### config.mk
export PLATFORM = sky130hd
export DESIGN_NAME = timer_host_flat
export DESIGN_NICKNAME = d
export VERILOG_FILES = /design/src/design/timer_pkg.sv /design/src/design/timer_link_if.sv /design/src/design/clock_prescaler.sv /design/src/design/timer_host.sv /design/src/flat_wrapper.sv
export SDC_FILE = /design/constraint.sdc
export NUM_CORES = 1
export LEC_CHECK = 0
export ABC_AREA = 1
export BUFFER_PORTS_ARGS = -buffer_cell sky130_fd_sc_hd__buf_2
export CAP_MARGIN = 20
export CORE_MARGIN = 1.5
export CORE_UTILIZATION = 35
export DETAILED_ROUTE_END_ITERATION = 8
export SETUP_SLACK_MARGIN = 0.2
export SLEW_MARGIN = 20
export SYNTH_ARGS = -nofsm -noshare
export SYNTH_HDL_FRONTEND = slang
export SYNTH_HIERARCHICAL = 1
export SYNTH_SLANG_ARGS = --single-unit
### constraint.sdc
create_clock -name clk_i -period 1.3 [get_ports clk_i]
set_input_delay 0.26 -clock clk_i [delete_from_list [all_inputs] [get_ports clk_i]]
set_output_delay 0.26 -clock clk_i [all_outputs]
set_load 0.02 [all_outputs]
### src/design/timer_pkg.sv
`default_nettype none
package timer_pkg;

  // ****************************************************************
  // device register map, 16-bit registers on the link
  // ****************************************************************
  localparam logic [15:0] CLOCK_SELECT_OFFSET = 16'h4200;
  localparam logic [15:0] RELOAD_OFFSET = 16'h4202;
  localparam logic [15:0] COUNT_OFFSET = 16'h4204;
  localparam logic [15:0] CONTROL_OFFSET = 16'h4206;

  // ****************************************************************
  // device field positions and reset values
  // ****************************************************************
  localparam int RUN_BIT = 0;
  localparam int PRESET_BIT = 1;
  localparam int MODE_BIT = 4;
  localparam logic [3:0] DIVIDER_RESERVED = 4'hf;
  localparam logic [3:0] DIVIDER_RESET = 4'h0;
  localparam logic [7:0] RELOAD_RESET = 8'h00;
  localparam logic [7:0] COUNT_RESET = 8'h00;
  localparam logic MODE_RESET = 1'b0;
  localparam logic RUN_RESET = 1'b0;
  localparam int PRESCALE_TAPS = 15;

  // ****************************************************************
  // host wishbone register map, byte addresses of 32-bit words
  // ****************************************************************
  localparam logic [7:0] HOST_LINK_ADDR_OFFSET = 8'h00;
  localparam logic [7:0] HOST_LINK_WRITE_OFFSET = 8'h04;
  localparam logic [7:0] HOST_LINK_READ_OFFSET = 8'h08;
  localparam logic [7:0] HOST_CONTROL_OFFSET = 8'h0c;
  localparam logic [7:0] HOST_IRQ_STATUS_OFFSET = 8'h10;
  localparam logic [7:0] HOST_IRQ_CLEAR_OFFSET = 8'h14;
  localparam logic [7:0] HOST_IRQ_ENABLE_OFFSET = 8'h18;
  localparam int LINK_BUSY_BIT = 16;
  localparam int IRQ_UNDERFLOW_BIT = 0;
  localparam int IRQ_BAUD_BIT = 1;
  localparam logic [3:0] UART_DIVIDE_LAST = 4'hf;

endpackage
`default_nettype wire

### src/design/timer_link_if.sv
`timescale 1ns/1ns
`default_nettype none
interface timer_link_if (
  input wire logic clk_i
);
  logic [15:0] reg_addr;
  logic [15:0] reg_wdata;
  logic reg_wr;
  logic reg_rd;
  logic [15:0] reg_rdata;
  logic reg_ack;
  logic [timer_pkg::PRESCALE_TAPS-1:0] prescale_en;
  logic underflow;

  modport device (
    input reg_addr, reg_wdata, reg_wr, reg_rd, prescale_en,
    output reg_rdata, reg_ack, underflow
  );
  modport host (
    output reg_addr, reg_wdata, reg_wr, reg_rd, prescale_en,
    input reg_rdata, reg_ack, underflow
  );
endinterface
`default_nettype wire

### src/design/clock_prescaler.sv
`timescale 1ns/1ns
`default_nettype none
module clock_prescaler (
  input wire logic clk_i,
  input wire logic rst_i,
  input wire logic run_i,
  output logic [timer_pkg::PRESCALE_TAPS-1:0] tap_en_o
);
  typedef struct packed {
    logic [timer_pkg::PRESCALE_TAPS-2:0] cnt;
  } prescaler_s;

  prescaler_s state;
  prescaler_s next_state;

  // free counter, held at zero while stopped so every tap restarts aligned
  always_comb begin
    next_state = state;
    if (run_i) begin
      next_state.cnt = state.cnt + (timer_pkg::PRESCALE_TAPS - 1)'(1'b1);
    end else begin
      next_state.cnt = '0;
    end
  end

  always_ff @(posedge clk_i) begin
    if (rst_i) begin
      state <= '0;
    end else begin
      state <= next_state;
    end
  end

  // tap 0 is every cycle; tap k fires once every 2**k cycles
  assign tap_en_o[0] = run_i;
  genvar k;
  generate
    for (k = 1; k < timer_pkg::PRESCALE_TAPS; k++) begin : g_tap
      assign tap_en_o[k] = run_i & (&state.cnt[k-1:0]);
    end
  endgenerate
endmodule
`default_nettype wire

### src/design/timer_host.sv
// Decided for this implementation: the Wishbone register port.
`timescale 1ns/1ns
`default_nettype none
module timer_host (
  input wire logic clk_i,
  input wire logic rst_i,
  timer_link_if.host link,
  input wire logic wb_cyc_i,
  input wire logic wb_stb_i,
  input wire logic wb_we_i,
  input wire logic [7:0] wb_adr_i,
  input wire logic [3:0] wb_sel_i,
  input wire logic [31:0] wb_dat_i,
  output logic [31:0] wb_dat_o,
  output logic wb_ack_o,
  output logic irq_o,
  output logic baud_tick_o
);
  // ****************************************************************
  // state
  // ****************************************************************
  typedef struct packed {
    logic ack;
    logic [31:0] dat;
    logic [15:0] link_addr;
    logic [15:0] link_wdata;
    logic link_wr;
    logic link_rd;
    logic busy;
    logic [15:0] link_rdata;
    logic prescaler_run;
    logic [1:0] irq_status;
    logic [1:0] irq_enable;
    logic irq;
    logic [3:0] uart_div;
    logic baud_tick;
  } host_s;

  host_s state;
  host_s next_state;
  logic [timer_pkg::PRESCALE_TAPS-1:0] taps;
  logic bus_req;
  logic bus_write;
  logic [1:0] events;
  logic [1:0] clear_bits;

  // prescaler feeding the timer its count clock choices
  clock_prescaler u_prescaler (
    .clk_i(clk_i),
    .rst_i(rst_i),
    .run_i(state.prescaler_run),
    .tap_en_o(taps)
  );

  assign bus_req = wb_cyc_i && wb_stb_i;
  // a write acts only at the edge where the master sees ack high
  assign bus_write = bus_req && wb_we_i && state.ack && wb_sel_i[0];
  assign clear_bits = (bus_write && wb_adr_i == timer_pkg::HOST_IRQ_CLEAR_OFFSET)
    ? wb_dat_i[1:0] : 2'b00;
  // sixteenth underflow makes one uart sampling tick
  assign events = {link.underflow && state.uart_div == timer_pkg::UART_DIVIDE_LAST,
    link.underflow};

  always_comb begin
    next_state = state;
    next_state.ack = bus_req && !state.ack;
    next_state.link_wr = 1'b0;
    next_state.link_rd = 1'b0;
    next_state.baud_tick = events[timer_pkg::IRQ_BAUD_BIT];
    if (link.underflow) begin
      next_state.uart_div = state.uart_div + 4'h1;
    end
    // read data is fetched as ack is raised
    if (bus_req && !state.ack) begin
      case (wb_adr_i)
        timer_pkg::HOST_LINK_ADDR_OFFSET: next_state.dat = {16'h0000, state.link_addr};
        timer_pkg::HOST_LINK_READ_OFFSET: next_state.dat = {15'h0000, state.busy,
          state.link_rdata};
        timer_pkg::HOST_CONTROL_OFFSET: next_state.dat = {31'h0000_0000,
          state.prescaler_run};
        timer_pkg::HOST_IRQ_STATUS_OFFSET: next_state.dat = {30'h0000_0000,
          state.irq_status};
        timer_pkg::HOST_IRQ_ENABLE_OFFSET: next_state.dat = {30'h0000_0000,
          state.irq_enable};
        default: next_state.dat = 32'h0000_0000;
      endcase
    end
    // link commands are dropped while one is outstanding
    if (bus_write) begin
      case (wb_adr_i)
        timer_pkg::HOST_LINK_ADDR_OFFSET: next_state.link_addr = wb_dat_i[15:0];
        timer_pkg::HOST_LINK_WRITE_OFFSET: begin
          if (!state.busy) begin
            next_state.link_wdata = wb_dat_i[15:0];
            next_state.link_wr = 1'b1;
            next_state.busy = 1'b1;
          end
        end
        timer_pkg::HOST_LINK_READ_OFFSET: begin
          if (!state.busy) begin
            next_state.link_rd = 1'b1;
            next_state.busy = 1'b1;
          end
        end
        timer_pkg::HOST_CONTROL_OFFSET: next_state.prescaler_run = wb_dat_i[0];
        timer_pkg::HOST_IRQ_ENABLE_OFFSET: next_state.irq_enable = wb_dat_i[1:0];
        default: begin
        end
      endcase
    end
    if (link.reg_ack) begin
      next_state.busy = 1'b0;
      next_state.link_rdata = link.reg_rdata;
    end
    // an event in the clearing cycle survives the clear
    next_state.irq_status = (state.irq_status & ~clear_bits) | events;
    next_state.irq = |(next_state.irq_status & next_state.irq_enable);
  end

  always_ff @(posedge clk_i) begin
    if (rst_i) begin
      state <= '0;
    end else begin
      state <= next_state;
    end
  end

  // ****************************************************************
  // outputs
  // ****************************************************************
  assign wb_ack_o = state.ack;
  assign wb_dat_o = state.dat;
  assign irq_o = state.irq;
  assign baud_tick_o = state.baud_tick;
  assign link.reg_addr = state.link_addr;
  assign link.reg_wdata = state.link_wdata;
  assign link.reg_wr = state.link_wr;
  assign link.reg_rd = state.link_rd;
  assign link.prescale_en = taps;
endmodule
`default_nettype wire

### src/flat_wrapper.sv
// flat-port wrapper written by rule: the top's interface ports become plain ports
module timer_host_flat 
  (clk_i, rst_i, wb_cyc_i, wb_stb_i, wb_we_i, wb_adr_i, wb_sel_i, wb_dat_i, wb_dat_o, wb_ack_o, irq_o, baud_tick_o, link_reg_addr, link_reg_wdata, link_reg_wr, link_reg_rd, link_prescale_en, link_reg_rdata, link_reg_ack, link_underflow);
  timer_link_if link_i (.clk_i(clk_i));
  input wire logic clk_i;
  input wire logic rst_i;
  input wire logic wb_cyc_i;
  input wire logic wb_stb_i;
  input wire logic wb_we_i;
  input wire logic [7:0] wb_adr_i;
  input wire logic [3:0] wb_sel_i;
  input wire logic [31:0] wb_dat_i;
  output logic [31:0] wb_dat_o;
  output logic wb_ack_o;
  output logic irq_o;
  output logic baud_tick_o;
  output wire logic [$bits(link_i.reg_addr)-1:0] link_reg_addr;
  output wire logic [$bits(link_i.reg_wdata)-1:0] link_reg_wdata;
  output wire logic [$bits(link_i.reg_wr)-1:0] link_reg_wr;
  output wire logic [$bits(link_i.reg_rd)-1:0] link_reg_rd;
  output wire logic [$bits(link_i.prescale_en)-1:0] link_prescale_en;
  input wire logic [$bits(link_i.reg_rdata)-1:0] link_reg_rdata;
  input wire logic [$bits(link_i.reg_ack)-1:0] link_reg_ack;
  input wire logic [$bits(link_i.underflow)-1:0] link_underflow;
  assign link_reg_addr = link_i.reg_addr;
  assign link_reg_wdata = link_i.reg_wdata;
  assign link_reg_wr = link_i.reg_wr;
  assign link_reg_rd = link_i.reg_rd;
  assign link_prescale_en = link_i.prescale_en;
  assign link_i.reg_rdata = link_reg_rdata;
  assign link_i.reg_ack = link_reg_ack;
  assign link_i.underflow = link_underflow;
  timer_host u_core (.clk_i(clk_i), .rst_i(rst_i), .link(link_i), .wb_cyc_i(wb_cyc_i), .wb_stb_i(wb_stb_i), .wb_we_i(wb_we_i), .wb_adr_i(wb_adr_i), .wb_sel_i(wb_sel_i), .wb_dat_i(wb_dat_i), .wb_dat_o(wb_dat_o), .wb_ack_o(wb_ack_o), .irq_o(irq_o), .baud_tick_o(baud_tick_o));
endmodule
# After elaboration in Yosys (flattened, before gate mapping)
# Cells that the tools add are included.
# word_totals
inputBits,67
ff_bits,109
elab_cells,86
mem_bits_ro,0
mem_bits_rw,0
latchBits,0
memories,0
# classes
n_div,0
shifts,0
add_sub_neg,2
multipliers,0
bitwise,23
mux,7
n_reduce_logical,32
eq_ne,7
n_lt_le_gt_ge,0
# op_table
operator,count
one-hot mux 17 bit (5 select lines),1
"equality test 8 x 5 -> 1 bit, second input constant",3
"equality test 8 x 4 -> 1 bit, second input constant",2
"adder 14 x 1 -> 14 bit, second input constant",1
bitwise AND 1 bit,14
AND reduction 14 bit,1
AND reduction 13 bit,1
AND reduction 12 bit,1
AND reduction 11 bit,1
AND reduction 10 bit,1
AND reduction 9 bit,1
"equality test 8 x 3 -> 1 bit, second input constant",1
zero test 8 bit,1
2-to-1 mux 2 bit,4
AND reduction 2 bit,4
AND reduction 8 bit,1
logical AND 1 bit,7
AND reduction 7 bit,1
AND reduction 3 bit,2
AND reduction 6 bit,1
OR reduction 2 bit,3
OR reduction 3 bit,2
inverter 1 bit,5
AND reduction 5 bit,1
other kinds (10),11

# Longest topological paths before layout
# depth
depth_word,11
ltp_mapped,10

# Modules after synthesis
# Netlist, hierarchy kept.
# modules_own_cells
mod,n_inst,area_each_um2,cells_each,seq_area_each_um2
timer_host,1,3774.9,505,1601.5
clock_prescaler,1,814.5,122,280.3

# Worst setup path before layout
# No wires, ideal clock.
# synth_timing
path_type,reg2out
from,register u_core/u_prescaler/state[0] in the netlist's numbering
to,output port link_prescale_en[14]
arrival_ps,1294
stages_incl_launch_ff,8
n_path_buf,0
setup_slack_ps,-254
path_cell_list,dfxtp_1 > ha_1 > inv_1 > nor2_4 > nand2_2 > inv_2 > nand4_1 > nor2_1
# synth_between
elab_chain_len,2
# synth_lines
item,line,source
"start, declared",clock_prescaler.sv:13,prescaler_s state;
"start signal, assigned",clock_prescaler.sv:30,state <= next_state;
AND reduction 14 bit,clock_prescaler.sv:39,assign tap_en_o[k] = run_i & (&state.cnt[k-1:0]);
bitwise AND 1 bit,clock_prescaler.sv:39,
"end, declared",flat_wrapper.sv:21,output wire logic [$bits(link_i.prescale_en)-1:0] link_prescale_en;
# Every way passes these cells.

# Final worst setup path
# layout_timing
from,register u_core/u_prescaler/state[0] in the netlist's numbering
to,output port link_prescale_en[11]
# layout_between
elab_chain_len,2
# layout_lines
item,line
AND reduction 11 bit,clock_prescaler.sv:39
bitwise AND 1 bit,clock_prescaler.sv:39
# Every way passes these cells.

==> qor.txt <==
Clock transition at path regs -> 70 ps
Syn avg cell area -> 7.32 um^2
Worst EP arrival -> 1610 ps
Layout cell share with drive strength beyond 1 -> 55.9%
Highest Signal Layer -> met4
Post-DR vias/cell -> 4.53
Setup repair after global routing missed its margin -> yes
Setup TNS Final -> -8320 ps
Number of global-route vias before repair -> 4134
Post-synthesis cell count -> 627
DRC viols -> 0
Clk sinks -> 94
#FFs+latches synth -> 94
Worst skew pair latency -> 350 ps
Met3 WL -> 635 um
R2R depth -> 8
Max-slew violations -> 0
H-Tree Depth -> 3
Violated checks -> setup timing
CTS tree -> built
Tcrit/Tclk final -> 144%
Sequential element share of the synthesized area -> 41.0%
Initial antenna violation count -> 0
Inserted Diodes -> 0
Final setup fails -> 61
CP Launch Point -> u_core/u_prescaler/state[0]
Kind of critical path -> flip-flop to output port
Hold path depth -> 3
Worst hold slack -> 141 ps
Cell Area, Synth -> 4590 um^2
Worst path slowest cell -> dfxtp_4
CP Capture Type -> output port
Maximum vdd drop -> 0.619 mV
Total Routing Usage GR -> 18.1%
Max-cap violations -> 0
Routed wl met2 -> 6.56 mm
Number of distinct library cells after synthesis -> 37
Root Buffer -> clkbuf_16
Pleak -> 3.21 nW
HPWL after detailed placement -> 8.71 mm
Max clock buf depth -> 2
Power per cell area -> 845 nW/um^2
Die area -> 13800 um^2
Die width -> 118 um
Most frequent cells in the layout -> nand2_1 (94), nor2_1 (90), buf_4 (76), buf_6 (60), dfxtp_2 (52)
Design area -> 7080 um^2
DR pass1 iterations -> 4
Crit-path max cell delay -> 370 ps
Routed len/inst -> 13.9 um
Num CTS Buffers -> 9
DR iter-0 viols -> 302
Worst setup path end -> link_prescale_en[11]
Gpl congestion -> 0.836
YS warnings -> 6
Fill count -> 1145
Commonest non-fill, non-tap cell in the layout -> nand2_1
Area growth syn-to-layout -> 54.3%
Hold Crit Class -> input port to flip-flop
Finished Core Util -> 55.7%
GRT overflow -> 0
Crit-path cells -> ha_4 > inv_2 > nor2_4 > buf_4 > nand4_1 > nor2_4 > buf_4
Die Span Y -> 118 um
Largest net degree at the start of global routing -> 26
# rows -> 41
CP startpoint kind -> flip-flop
Hold Vio Cnt, Final -> 0
Starting density of the core -> 36.1%
FF-to-FF Start -> u_core/wb_ack_o
IO Port Bufs -> 116
Post-DP Area -> 5300 um^2
First-pass GRT wire length -> 20.2 mm
Crit Path Max Fanout -> 4
Setup Skew -> 8.19 ps
I/O Pins -> 151
Routed vias -> 4301
FMAX -> 536 MHz
R2r setup slk -> -110 ps
Worst setup margin -> -567 ps
Fin crit period -> 1870 ps
Status -> complete, but fails checks
ANT nets after route -> 0
Met1 wire length -> 5.73 mm
DP Worst Slack -> -249 ps
Final wirelength -> 13.2 mm
Nets -> 844
Core Area -> 12700 um^2
Reg2reg end -> u_core/link.reg_wdata[5]
CP Data Required Time -> 1040 ps
[timing repair]
action / in CTS / in global routing
setup endpoints to repair: 131 / 121
pin swaps: 67 / 63
gates resized for setup: 204 / 126
cloned: 5 / 2
buffers inserted: 26 / 18
hold buffers: 0 / 0
[Yosys cell counts (all sizes together)]
cell type	count	area share [%]
o21bai	1	0.16
nor2	117	12
xor2	1	0.19
nand2	144	13
a211oi	1	0.16
nand3	20	2.3
clkbuf	11	1.1
nor3	2	0.46
ha	5	1.4
buf	73	12
conb	1	0.082
o21ai	56	6.1
dfxtp	94	41
nand4	8	1.2
o211ai	1	0.16
inv	46	3.9
clkinv	2	0.16
and2	1	0.14
nor4	1	0.14
o21a	1	0.16
a21oi	41	4.6
[where the power goes]
part           total (mW)  internal [mW]  switching, mW  leakage, nW
registers            2.94           2.92         0.0243        0.792
logic               0.488          0.181          0.307         2.28
clock network        2.56           1.38           1.18        0.142
total                5.99           4.47           1.51         3.21
[critical path, delay by kind of cell (launching register included)]
family / cells / cell delay, ps
AND/OR/NAND/NOR: 3 / 430
adder cells (fa/ha/maj): 1 / 130
flip-flops: 1 / 370
buffers and inverters: 3 / 350
[area by class of cell]
class | instances | area [um^2] | area share, %
clock buffers | 11 | 243 | 3.43
inverters | 48 | 239 | 3.38
multi-input cells | 417 | 2580 | 36.5
repair buffers | 200 | 1770 | 25.1
repair inverters | 2 | 25.0 | 0.353
clock inverters | 5 | 42.5 | 0.601
flip-flops and latches | 94 | 1960 | 27.7
well taps | 172 | 215 | 3.04
[per-layer routing]
metal | global-route usage, % | up-vias
li1 | - | 2199
met1 | 22.7 | 1981
met2 | 30.9 | 106
met3 | 3.49 | 15
met4 | 6.86 | 0
met5 | 0 | -
[sequential cells by signal, summed over array words and instances (netlist names)]
name                      count
u_core/u_prescaler/state     14
u_core/link.reg_rd            1
u_core/wb_ack_o               1
u_core/state                 26
u_core/baud_tick_o            1
u_core/irq_o                  1
u_core/link.reg_wdata        16
u_core/wb_dat_o              17
u_core/link.reg_addr         16
u_core/link.reg_wr            1
[logic make-up (layout without fill, tap and decap cells)]
kind of cell / after synthesis / in the layout / share of synthesized area (%)
other: 1 / 15 / 0.0817
DFF: 94 / 94 / 41.0
and+or+nand+nor: 293 / 295 / 28.5
xor gates and xnor gates: 1 / 1 / 0.191
AOI/OAI and AO/OA: 101 / 101 / 11.4
buffers and inverters: 132 / 266 / 17.4
adders and majority gates: 5 / 5 / 1.36
[how the worst min path moves through the flow]
| stage | startpoint | end | slack, ps |
|---|---|---|---|
| 6_report | link_reg_rdata[10] | u_core/state[21] | 140 |
| 5_1_grt | link_reg_rdata[15] | u_core/state[26] | 150 |
| 4_1_cts | link_reg_rdata[8] | u_core/state[19] | 130 |
| 3_5_place_dp | u_core/wb_dat_o[14] | u_core/wb_dat_o[14] | 450 |
| 3_3_place_gp | u_core/state[11] | u_core/state[11] | 450 |
| 2_1_floorplan | link_reg_rdata[1] | u_core/state[12] | 390 |
[metrics by stage]
step                      std cells  total power, mW
final                           949             5.99
after detailed placement        882             3.39
after floorplan                 641             3.25
after global routing            949             6.19
after CTS                       929             5.97
after global placement          882             3.38
Power figures use the tool's default switching activity.
